`config.mk`:
```
export PLATFORM = sky130hd
export DESIGN_NAME = dctoi_top
export DESIGN_NICKNAME = d
export VERILOG_FILES = /design/src/dctoi_top.v
export VERILOG_INCLUDE_DIRS = /design/src /design/src/src
export SDC_FILE = /design/constraint.sdc
export NUM_CORES = 1
export LEC_CHECK = 0
export CAP_MARGIN = 30
export CORE_ASPECT_RATIO = 2
export CORE_MARGIN = 10
export CORE_UTILIZATION = 50
export CTS_CLUSTER_DIAMETER = 150
export DETAILED_ROUTE_END_ITERATION = 7
export DONT_BUFFER_PORTS = 1
export HOLD_SLACK_MARGIN = 0.1
export PLACE_DENSITY = 0.75
export SKIP_CTS_REPAIR_TIMING = 1
export SLEW_MARGIN = 0
export SYNTH_ARGS = -nofsm -noshare
export SYNTH_HDL_FRONTEND = slang
export SYNTH_SLANG_ARGS = --single-unit
```
`constraint.sdc`:
```
create_clock -name i_clk -period 3.8 [get_ports i_clk]
set_input_delay 0 -clock i_clk [delete_from_list [all_inputs] [get_ports i_clk]]
set_output_delay 0 -clock i_clk [all_outputs]
set_load 0.03 [all_outputs]
```
`src/dctoi_regs.vh`:
```
// register map, field positions, reset values and timing for the torque off interlock
`ifndef DCTOI_REGS_VH
`define DCTOI_REGS_VH

// clock and timing figures
`define DCTOI_CLK_PERIOD_NS 20
`define DCTOI_PULSE_TOL_NS 1000000
`define DCTOI_DISC_WIN_NS 200000000
// cycle counts for the figures above, sized to match the counter widths
`define DCTOI_PULSE_CYC 16'hC350
`define DCTOI_DISC_CYC 24'h989680

// byte offsets
`define DCTOI_OFS_CTRL 8'h00
`define DCTOI_OFS_CMD 8'h04
`define DCTOI_OFS_STATUS 8'h08
`define DCTOI_OFS_INT_STAT 8'h0C
`define DCTOI_OFS_INT_MASK 8'h10

// ctrl fields: indication selection for running and stopped state
`define DCTOI_CTRL_IND_RUN_LSB 0
`define DCTOI_CTRL_IND_STOP_LSB 2
`define DCTOI_CTRL_RST 4'h0

// indication codes
`define DCTOI_IND_NONE 2'h0
`define DCTOI_IND_EVENT 2'h1
`define DCTOI_IND_WARN 2'h2
`define DCTOI_IND_FAULT 2'h3

// cmd bits (write only, self clearing)
`define DCTOI_CMD_START 0
`define DCTOI_CMD_STOP 1
`define DCTOI_CMD_FAULT_RST 2

// status bits
`define DCTOI_ST_CH_A 0
`define DCTOI_ST_CH_B 1
`define DCTOI_ST_RUN 2
`define DCTOI_ST_GATE 3
`define DCTOI_ST_WARN 4
`define DCTOI_ST_IND_FLT 5
`define DCTOI_ST_A_FLT 6
`define DCTOI_ST_B_FLT 7

// interrupt status / mask bits
`define DCTOI_IRQ_LOSS 0
`define DCTOI_IRQ_RESTORE 1
`define DCTOI_IRQ_A_FLT 2
`define DCTOI_IRQ_B_FLT 3
`define DCTOI_IRQ_IND 4
`define DCTOI_IRQ_W 5
`define DCTOI_INT_MASK_RST 5'h00

`endif

```
`src/dctoi_top.v`:
```
// dual channel torque off interlock with apb register slave
// Functional notes
// - pulses up to 1 ms on either input are ignored.
// - inputs lost removes gate drive so motor gets no torque and coasts.
// - loss raises indication chosen per running state and per stopped state.
// - indication setting never changes torque removal behaviour.
// - running drive stops when either or both inputs are removed.
// - start blocked until both inputs present and all faults reset.
// - loss of only one input lasting past the discrepancy window raises a fault.
// - no restart by itself; fresh start command needed after restoration.
// - separate fault codes for channel a loss and channel b loss.
//
// The placing of the registers and the APB slave port were decided locally.
`timescale 1ns/10ps
`include "dctoi_regs.vh"

module dctoi_top #(
   parameter [15:0] P_PULSE_CYC = `DCTOI_PULSE_CYC,
   parameter [23:0] P_DISC_CYC = `DCTOI_DISC_CYC
) (
   input wire i_clk,
   input wire i_rst,
   input wire i_safety_input_a,
   input wire i_safety_input_b,
   input wire i_psel,
   input wire i_penable,
   input wire i_pwrite,
   input wire [7:0] i_paddr,
   input wire [31:0] i_pwdata,
   output reg o_pready,
   output reg [31:0] o_prdata,
   output reg o_pslverr,
   output reg o_gate_enable,
   output reg o_warning,
   output reg o_fault,
   output reg o_channel_a_loss_fault,
   output reg o_channel_b_loss_fault,
   output reg o_irq
);

   // raw pins packed so the channel loop can index them
   wire [1:0] raw_in;
   wire [1:0] filt_w;

   assign raw_in = {i_safety_input_b, i_safety_input_a};

   // per channel synchroniser and pulse filter
   genvar g;
   generate
      for (g = 0; g < 2; g = g + 1) begin : gen_ch
         reg sync1_reg;
         reg sync2_reg;
         reg filt_reg;
         reg [15:0] cnt_reg;
         // first stage feeds only the second stage
         always @(posedge i_clk) begin
            if (i_rst) begin
               sync1_reg <= 1'b0;
               sync2_reg <= 1'b0;
            end else begin
               sync1_reg <= raw_in[g];
               sync2_reg <= sync1_reg;
            end
         end
         // level must differ for more than the tolerance before it counts
         always @(posedge i_clk) begin
            if (i_rst) begin
               filt_reg <= 1'b0;
               cnt_reg <= 16'h0000;
            end else if (sync2_reg == filt_reg) begin
               cnt_reg <= 16'h0000;
            end else if (cnt_reg >= P_PULSE_CYC) begin
               filt_reg <= sync2_reg;
               cnt_reg <= 16'h0000;
            end else begin
               cnt_reg <= cnt_reg + 16'h0001;
            end
         end
         assign filt_w[g] = filt_reg;
      end
   endgenerate

   // apb access decode
   wire acc_w;
   wire done_w;
   wire wr_w;
   wire rd_done_w;
   wire mapped_w;

   assign acc_w = i_psel & i_penable;
   assign done_w = acc_w & o_pready;
   assign wr_w = done_w & i_pwrite;
   assign rd_done_w = done_w & ~i_pwrite;
   assign mapped_w = (i_paddr == `DCTOI_OFS_CTRL) | (i_paddr == `DCTOI_OFS_CMD) |
                     (i_paddr == `DCTOI_OFS_STATUS) | (i_paddr == `DCTOI_OFS_INT_STAT) |
                     (i_paddr == `DCTOI_OFS_INT_MASK);

   // software visible state and interlock flops
   reg [3:0] ctrl_reg;
   reg [4:0] mask_reg;
   reg [4:0] istat_reg;
   reg [4:0] istat_next;
   reg run_reg;
   reg run_next;
   reg both_prev_reg;
   reg ind_flt_reg;
   reg warn_reg;
   reg a_flt_reg;
   reg b_flt_reg;
   reg [23:0] disc_cnt_reg;

   // decoded strobes, events and fault requests
   wire cmd_wr_w;
   wire cmd_start_w;
   wire cmd_stop_w;
   wire cmd_frst_w;
   wire both_ok_w;
   wire loss_evt_w;
   wire restore_evt_w;
   wire disc_hit_w;
   wire set_a_w;
   wire set_b_w;
   wire any_flt_w;
   wire [1:0] ind_sel_w;
   wire set_ind_flt_w;
   wire set_warn_w;
   wire ind_evt_w;
   wire [7:0] status_w;

   // command strobes only on the completing apb edge
   assign cmd_wr_w = wr_w & (i_paddr == `DCTOI_OFS_CMD);
   assign cmd_start_w = cmd_wr_w & i_pwdata[`DCTOI_CMD_START];
   assign cmd_stop_w = cmd_wr_w & i_pwdata[`DCTOI_CMD_STOP];
   assign cmd_frst_w = cmd_wr_w & i_pwdata[`DCTOI_CMD_FAULT_RST];

   // edges of the both-present level give the loss and restore events
   assign both_ok_w = filt_w[0] & filt_w[1];
   assign loss_evt_w = both_prev_reg & ~both_ok_w;
   assign restore_evt_w = ~both_prev_reg & both_ok_w;

   // one channel lost past the window is a wiring or hardware fault
   assign disc_hit_w = (filt_w[0] != filt_w[1]) & (disc_cnt_reg >= P_DISC_CYC);
   assign set_a_w = disc_hit_w & ~filt_w[0];
   assign set_b_w = disc_hit_w & ~filt_w[1];
   assign any_flt_w = ind_flt_reg | a_flt_reg | b_flt_reg;

   // indication picked by state at the moment of loss
   assign ind_sel_w = run_reg ? ctrl_reg[`DCTOI_CTRL_IND_RUN_LSB +: 2] :
                                ctrl_reg[`DCTOI_CTRL_IND_STOP_LSB +: 2];
   assign set_ind_flt_w = loss_evt_w & (ind_sel_w == `DCTOI_IND_FAULT);
   assign set_warn_w = loss_evt_w & (ind_sel_w == `DCTOI_IND_WARN);
   assign ind_evt_w = loss_evt_w & (ind_sel_w != `DCTOI_IND_NONE);

   // status word as software reads it
   assign status_w = {b_flt_reg, a_flt_reg, ind_flt_reg, warn_reg,
                      o_gate_enable, run_reg, filt_w[1], filt_w[0]};

   // run state: the indication setting has no term here
   always @* begin
      run_next = run_reg;
      if (~both_ok_w | cmd_stop_w) begin
         run_next = 1'b0;
      end else if (cmd_start_w & ~any_flt_w) begin
         // start written while inputs open is dropped, not remembered
         run_next = 1'b1;
      end
   end

   // sticky events; a read clears only bits it returned, so new sets survive
   always @* begin
      istat_next = istat_reg;
      if (rd_done_w && i_paddr == `DCTOI_OFS_INT_STAT) begin
         istat_next = istat_reg & ~o_prdata[`DCTOI_IRQ_W-1:0];
      end
      if (loss_evt_w) begin
         istat_next[`DCTOI_IRQ_LOSS] = 1'b1;
      end
      if (restore_evt_w) begin
         istat_next[`DCTOI_IRQ_RESTORE] = 1'b1;
      end
      if (set_a_w & ~a_flt_reg) begin
         istat_next[`DCTOI_IRQ_A_FLT] = 1'b1;
      end
      if (set_b_w & ~b_flt_reg) begin
         istat_next[`DCTOI_IRQ_B_FLT] = 1'b1;
      end
      if (ind_evt_w) begin
         istat_next[`DCTOI_IRQ_IND] = 1'b1;
      end
   end

   // discrepancy timer runs while the channels disagree
   // it saturates, so a lasting one channel loss keeps its fault request up
   always @(posedge i_clk) begin
      if (i_rst) begin
         disc_cnt_reg <= 24'h000000;
      end else if (filt_w[0] == filt_w[1]) begin
         disc_cnt_reg <= 24'h000000;
      end else if (disc_cnt_reg < P_DISC_CYC) begin
         disc_cnt_reg <= disc_cnt_reg + 24'h000001;
      end
   end

   // interlock state and faults; a fault set beats a reset in the same cycle
   always @(posedge i_clk) begin
      if (i_rst) begin
         run_reg <= 1'b0;
         both_prev_reg <= 1'b0;
         ind_flt_reg <= 1'b0;
         warn_reg <= 1'b0;
         a_flt_reg <= 1'b0;
         b_flt_reg <= 1'b0;
      end else begin
         run_reg <= run_next;
         both_prev_reg <= both_ok_w;
         // reset only takes while both inputs are back
         if (set_ind_flt_w) begin
            ind_flt_reg <= 1'b1;
         end else if (cmd_frst_w & both_ok_w) begin
            ind_flt_reg <= 1'b0;
         end
         if (set_a_w) begin
            a_flt_reg <= 1'b1;
         end else if (cmd_frst_w & both_ok_w) begin
            a_flt_reg <= 1'b0;
         end
         if (set_b_w) begin
            b_flt_reg <= 1'b1;
         end else if (cmd_frst_w & both_ok_w) begin
            b_flt_reg <= 1'b0;
         end
         // warning stands while the inputs stay open
         if (set_warn_w) begin
            warn_reg <= 1'b1;
         end else if (both_ok_w) begin
            warn_reg <= 1'b0;
         end
      end
   end

   // outputs straight from flops; gate drops the cycle after loss is seen
   always @(posedge i_clk) begin
      if (i_rst) begin
         o_gate_enable <= 1'b0;
         o_warning <= 1'b0;
         o_fault <= 1'b0;
         o_channel_a_loss_fault <= 1'b0;
         o_channel_b_loss_fault <= 1'b0;
         o_irq <= 1'b0;
      end else begin
         o_gate_enable <= run_next & both_ok_w;
         o_warning <= warn_reg;
         o_fault <= any_flt_w;
         o_channel_a_loss_fault <= a_flt_reg;
         o_channel_b_loss_fault <= b_flt_reg;
         o_irq <= |(istat_next & mask_reg);
      end
   end

   // apb slave: one wait state, read data captured in the first access cycle
   always @(posedge i_clk) begin
      if (i_rst) begin
         o_pready <= 1'b0;
         o_prdata <= 32'h00000000;
         o_pslverr <= 1'b0;
         ctrl_reg <= `DCTOI_CTRL_RST;
         mask_reg <= `DCTOI_INT_MASK_RST;
         istat_reg <= 5'h00;
      end else begin
         istat_reg <= istat_next;
         o_pready <= acc_w & ~o_pready;
         o_pslverr <= acc_w & ~o_pready & ~mapped_w;
         if (acc_w & ~o_pready & ~i_pwrite) begin
            case (i_paddr)
               `DCTOI_OFS_CTRL: begin
                  o_prdata <= {28'h0000000, ctrl_reg};
               end
               `DCTOI_OFS_STATUS: begin
                  o_prdata <= {24'h000000, status_w};
               end
               `DCTOI_OFS_INT_STAT: begin
                  o_prdata <= {27'h0, istat_reg};
               end
               `DCTOI_OFS_INT_MASK: begin
                  o_prdata <= {27'h0, mask_reg};
               end
               default: begin
                  o_prdata <= 32'h00000000;
               end
            endcase
         end else begin
            // data stands only for the pready cycle, zero otherwise
            o_prdata <= 32'h00000000;
         end
         // setting is stored only; it reaches indication logic, not the gate
         if (wr_w && i_paddr == `DCTOI_OFS_CTRL) begin
            ctrl_reg <= i_pwdata[3:0];
         end
         if (wr_w && i_paddr == `DCTOI_OFS_INT_MASK) begin
            mask_reg <= i_pwdata[`DCTOI_IRQ_W-1:0];
         end
      end
   end

endmodule

```
==> flow_metrics.py <==
metrics = {
    "power": {
        "clkPwrFrac_pct": 43.6,
        "power_mw": 1.97,
        "p_per_area_mw_per_mm2": 384,
        "combinationalPowerShare_pct": 3.9,
        "p_int_mw": 1.50,
        "pwr-share-seq_pct": 52.5,
        "power.switching_uw": 469,
        "leakagePower_nw": 1.75,
        "swShare_pct": 23.8,
        "ir_drop_uv": 303,
    },
    "clock_tree": {
        "clkLatencyLatePin_ns": 0.35,
        "cts_max_level": 3,
        "clkTransAtPathRegs_ns": 0.07,
        "cts.sink_count": 98,
        "cts_made_buffers": 9,
        "clockRootBuffer": "clkbuf_16",
        "clock_path_buffers": 2,
        "cts_tree": "yes",
    },
    "layout": {
        "drive_gt1_share_pct": 4.71,
        "final_cell_mix": "dfxtp_1, nor2_1, nand2_1",
        "nNetsFinal": 601,
        "fill_cells": 782,
        "multi_input_area_mm2": 0.00242,
        "largest_reg_flops": 32,
        "area_growth_pct": 10.7,
        "final_common_cell": "dfxtp_1",
        "register_area_mm2": 0.00196,
    },
    "timing": {
        "skew_ns": 0.00795,
        "setup_viol": 0,
        "slew-limit-headroom_pct": 40.7,
        "timing.fmax_mhz": 311,
        "period_minus_slack_ns": 3.22,
        "final_hold_viol_count": 0,
        "rsz0062_at_grt": "no",
        "fin_setup_tns_ns": 0,
        "tightest_slew_ns": 0.887,
        "final_max_slew_viol_count": 0,
        "post-route-period-util_pct": 84.7,
    },
    "job": {
        "drv_cap": 0,
    },
    "drt": {
        "via_count": 3791,
        "dr.pass1.iters": 6,
        "drt-total-wl_um": 10900,
        "wl_per_cell_um": 16.7,
        "drc": 0,
        "first_iter_violations": 155,
        "antenna_left": 0,
        "routed_via_density": 5.79,
    },
    "critical_path": {
        "critPathArrivalTime_ns": 3.46,
        "crit_type": "in -> reg",
        "worstSetupStartpointType": "input pin",
        "worst-path-max-fanout": 9,
        "required_ns": 4.04,
        "crit_path_end_kind": "flop",
    },
    "global_route": {
        "grt_first_pass_wirelength_um": 16900,
        "grt-ovfl-total": 0,
        "grt_max_degree": 36,
        "grt_pass1_vias": 3568,
        "globalRouteTotalUtil_pct": 15.2,
        "antenna_found_initial": 1,
    },
    "logic_synthesis": {
        "yosysWarnings": 0,
        "ys_seq_elements": 98,
        "ys_types": 58,
        "synth_area_per_cell_um2": 8.73,
        "seq_area_frac_synth_pct": 42.3,
        "synth_edf_count": 0,
        "ys.flop_type": "dfxtp_1",
        "synthCells": 531,
        "async_flop_share_pct": 0,
        "synth.cell_area_mm2": 0.00463,
    },
    "floorplan": {
        "start_util_pct": 51.4,
        "fp.dieW_um": 88.1,
        "die_h_um": 156,
        "core_area_mm2": 0.00901,
        "num_rows": 49,
        "ios": 87,
        "die_area_mm2": 0.0138,
    },
    "outcome": {
        "outcome": "completed",
    },
    "place": {
        "dpl.hpwl_um": 7700,
        "gp_congestion": 0.937,
        "port_buffers": 0,
    },
    "hold_path": {
        "min_path_type": "in -> reg",
    },
}
## layer usage
layer  vias up  wire length, um  GRT usage [%]
li1       1850                -              -
met1      1807             3760           13.7
met2       101             6110           29.1
met3        33              521           3.97
met4         0              525           8.11
met5         -                0              0
## stage by stage
step,util (%),hold slack [ns],cells,cell area [um^2],setup WS [ns]
after floorplan,-,0.0893,554,4720,1.81
after global placement,51.0,0.0740,614,4600,1.43
after detailed placement,51.0,0.0754,614,4600,1.41
after CTS,54.1,-0.293,630,4880,1.38
after global routing,56.9,0.101,655,5130,0.435
final,56.9,0.0658,655,5130,0.580
## layout make-up
type	instances	area share, %
Antenna cell	1	0.0488
Multi-Input combinational cell	392	47.1
Clock buffer	9	4.39
Sequential cell	98	38.2
Clock inverter	7	1.05
Tap cell	102	2.49
Inverter	20	1.46
Timing Repair Buffer	26	5.17
## critical path, cell delays in order
cell and delay (ns):
dlygate4sd3_1 0.70, nor2_1 0.24, or4b_1 0.65, nor4_4 0.48
mux2i_1 0.24, dlygate4sd3_1 0.57, nor2_1 0.04, dlygate4sd3_1 0.54
## power groups by stage
stage	combinational (mW)	sequential, mW	clock [mW]
after floorplan	0.0712	1.06	0
after global placement	0.0467	1.06	0
after detailed placement	0.0470	1.06	0
after CTS	0.0471	1.03	0.874
after global routing	0.0807	1.03	0.921
final	0.0759	1.03	0.858
## Yosys cell counts (all sizes together), types with 2 or more instances
library cell,count,area [um^2]
xnor2,21,184
a32oi,2,17.5
a31oi,4,25.0
nand2b,7,43.8
or4b,2,20.0
o21a,4,30.0
nor4,11,83.8
o31ai,9,67.6
and2,4,25.0
nor2b,12,75.1
a41oi,3,26.3
and4,4,35.0
a21boi,2,15.0
o21ai,8,40.0
inv,20,75.1
or3,7,43.8
nand2,35,131
clkbuf,14,52.6
a21oi,19,95.1
a41o,3,30.0
nand4,12,75.1
mux2i,25,250
o22a,4,35.0
nor3,7,51.3
nor2,82,308
and3,7,43.8
o211a,2,20.0
ha,7,87.6
xor2,8,70.1
dfxtp,98,1960
a22oi,2,15.0
nand3,24,120
buf,30,213
or4,13,101
o21bai,2,15.0
## cells by family after synthesis
kind of cell	synth area share, %
buf+inv	7.34
mux	5.64
flops	42.3
fa+ha+maj	1.89
compound gates	11.4
other cells	0.0809
xor+xnor	5.48
simple gates	25.8
## worst paths after layout
| path | startpoint | to | slack, ns | cells after the start |
|---|---|---|---|---|
| worst max register to register | o_pready$_SDFF_PP0_ | mask_reg[2]$_SDFFE_PP0P_ | 0.97 | 6 |
| worst min-delay path | i_paddr[2] | o_prdata[1]$_SDFF_PP0_ | 0.07 | 3 |
| worst max-delay path | i_paddr[2] | ctrl_reg[3]$_SDFFE_PP0P_ | 0.58 | 8 |
| worst min register to register | gen_ch[1].sync1_reg$_SDFF_PP0_ | gen_ch[1].sync2_reg$_SDFF_PP0_ | 0.44 | 1 |
No activity file was read; power rests on OpenSTA's default activity.
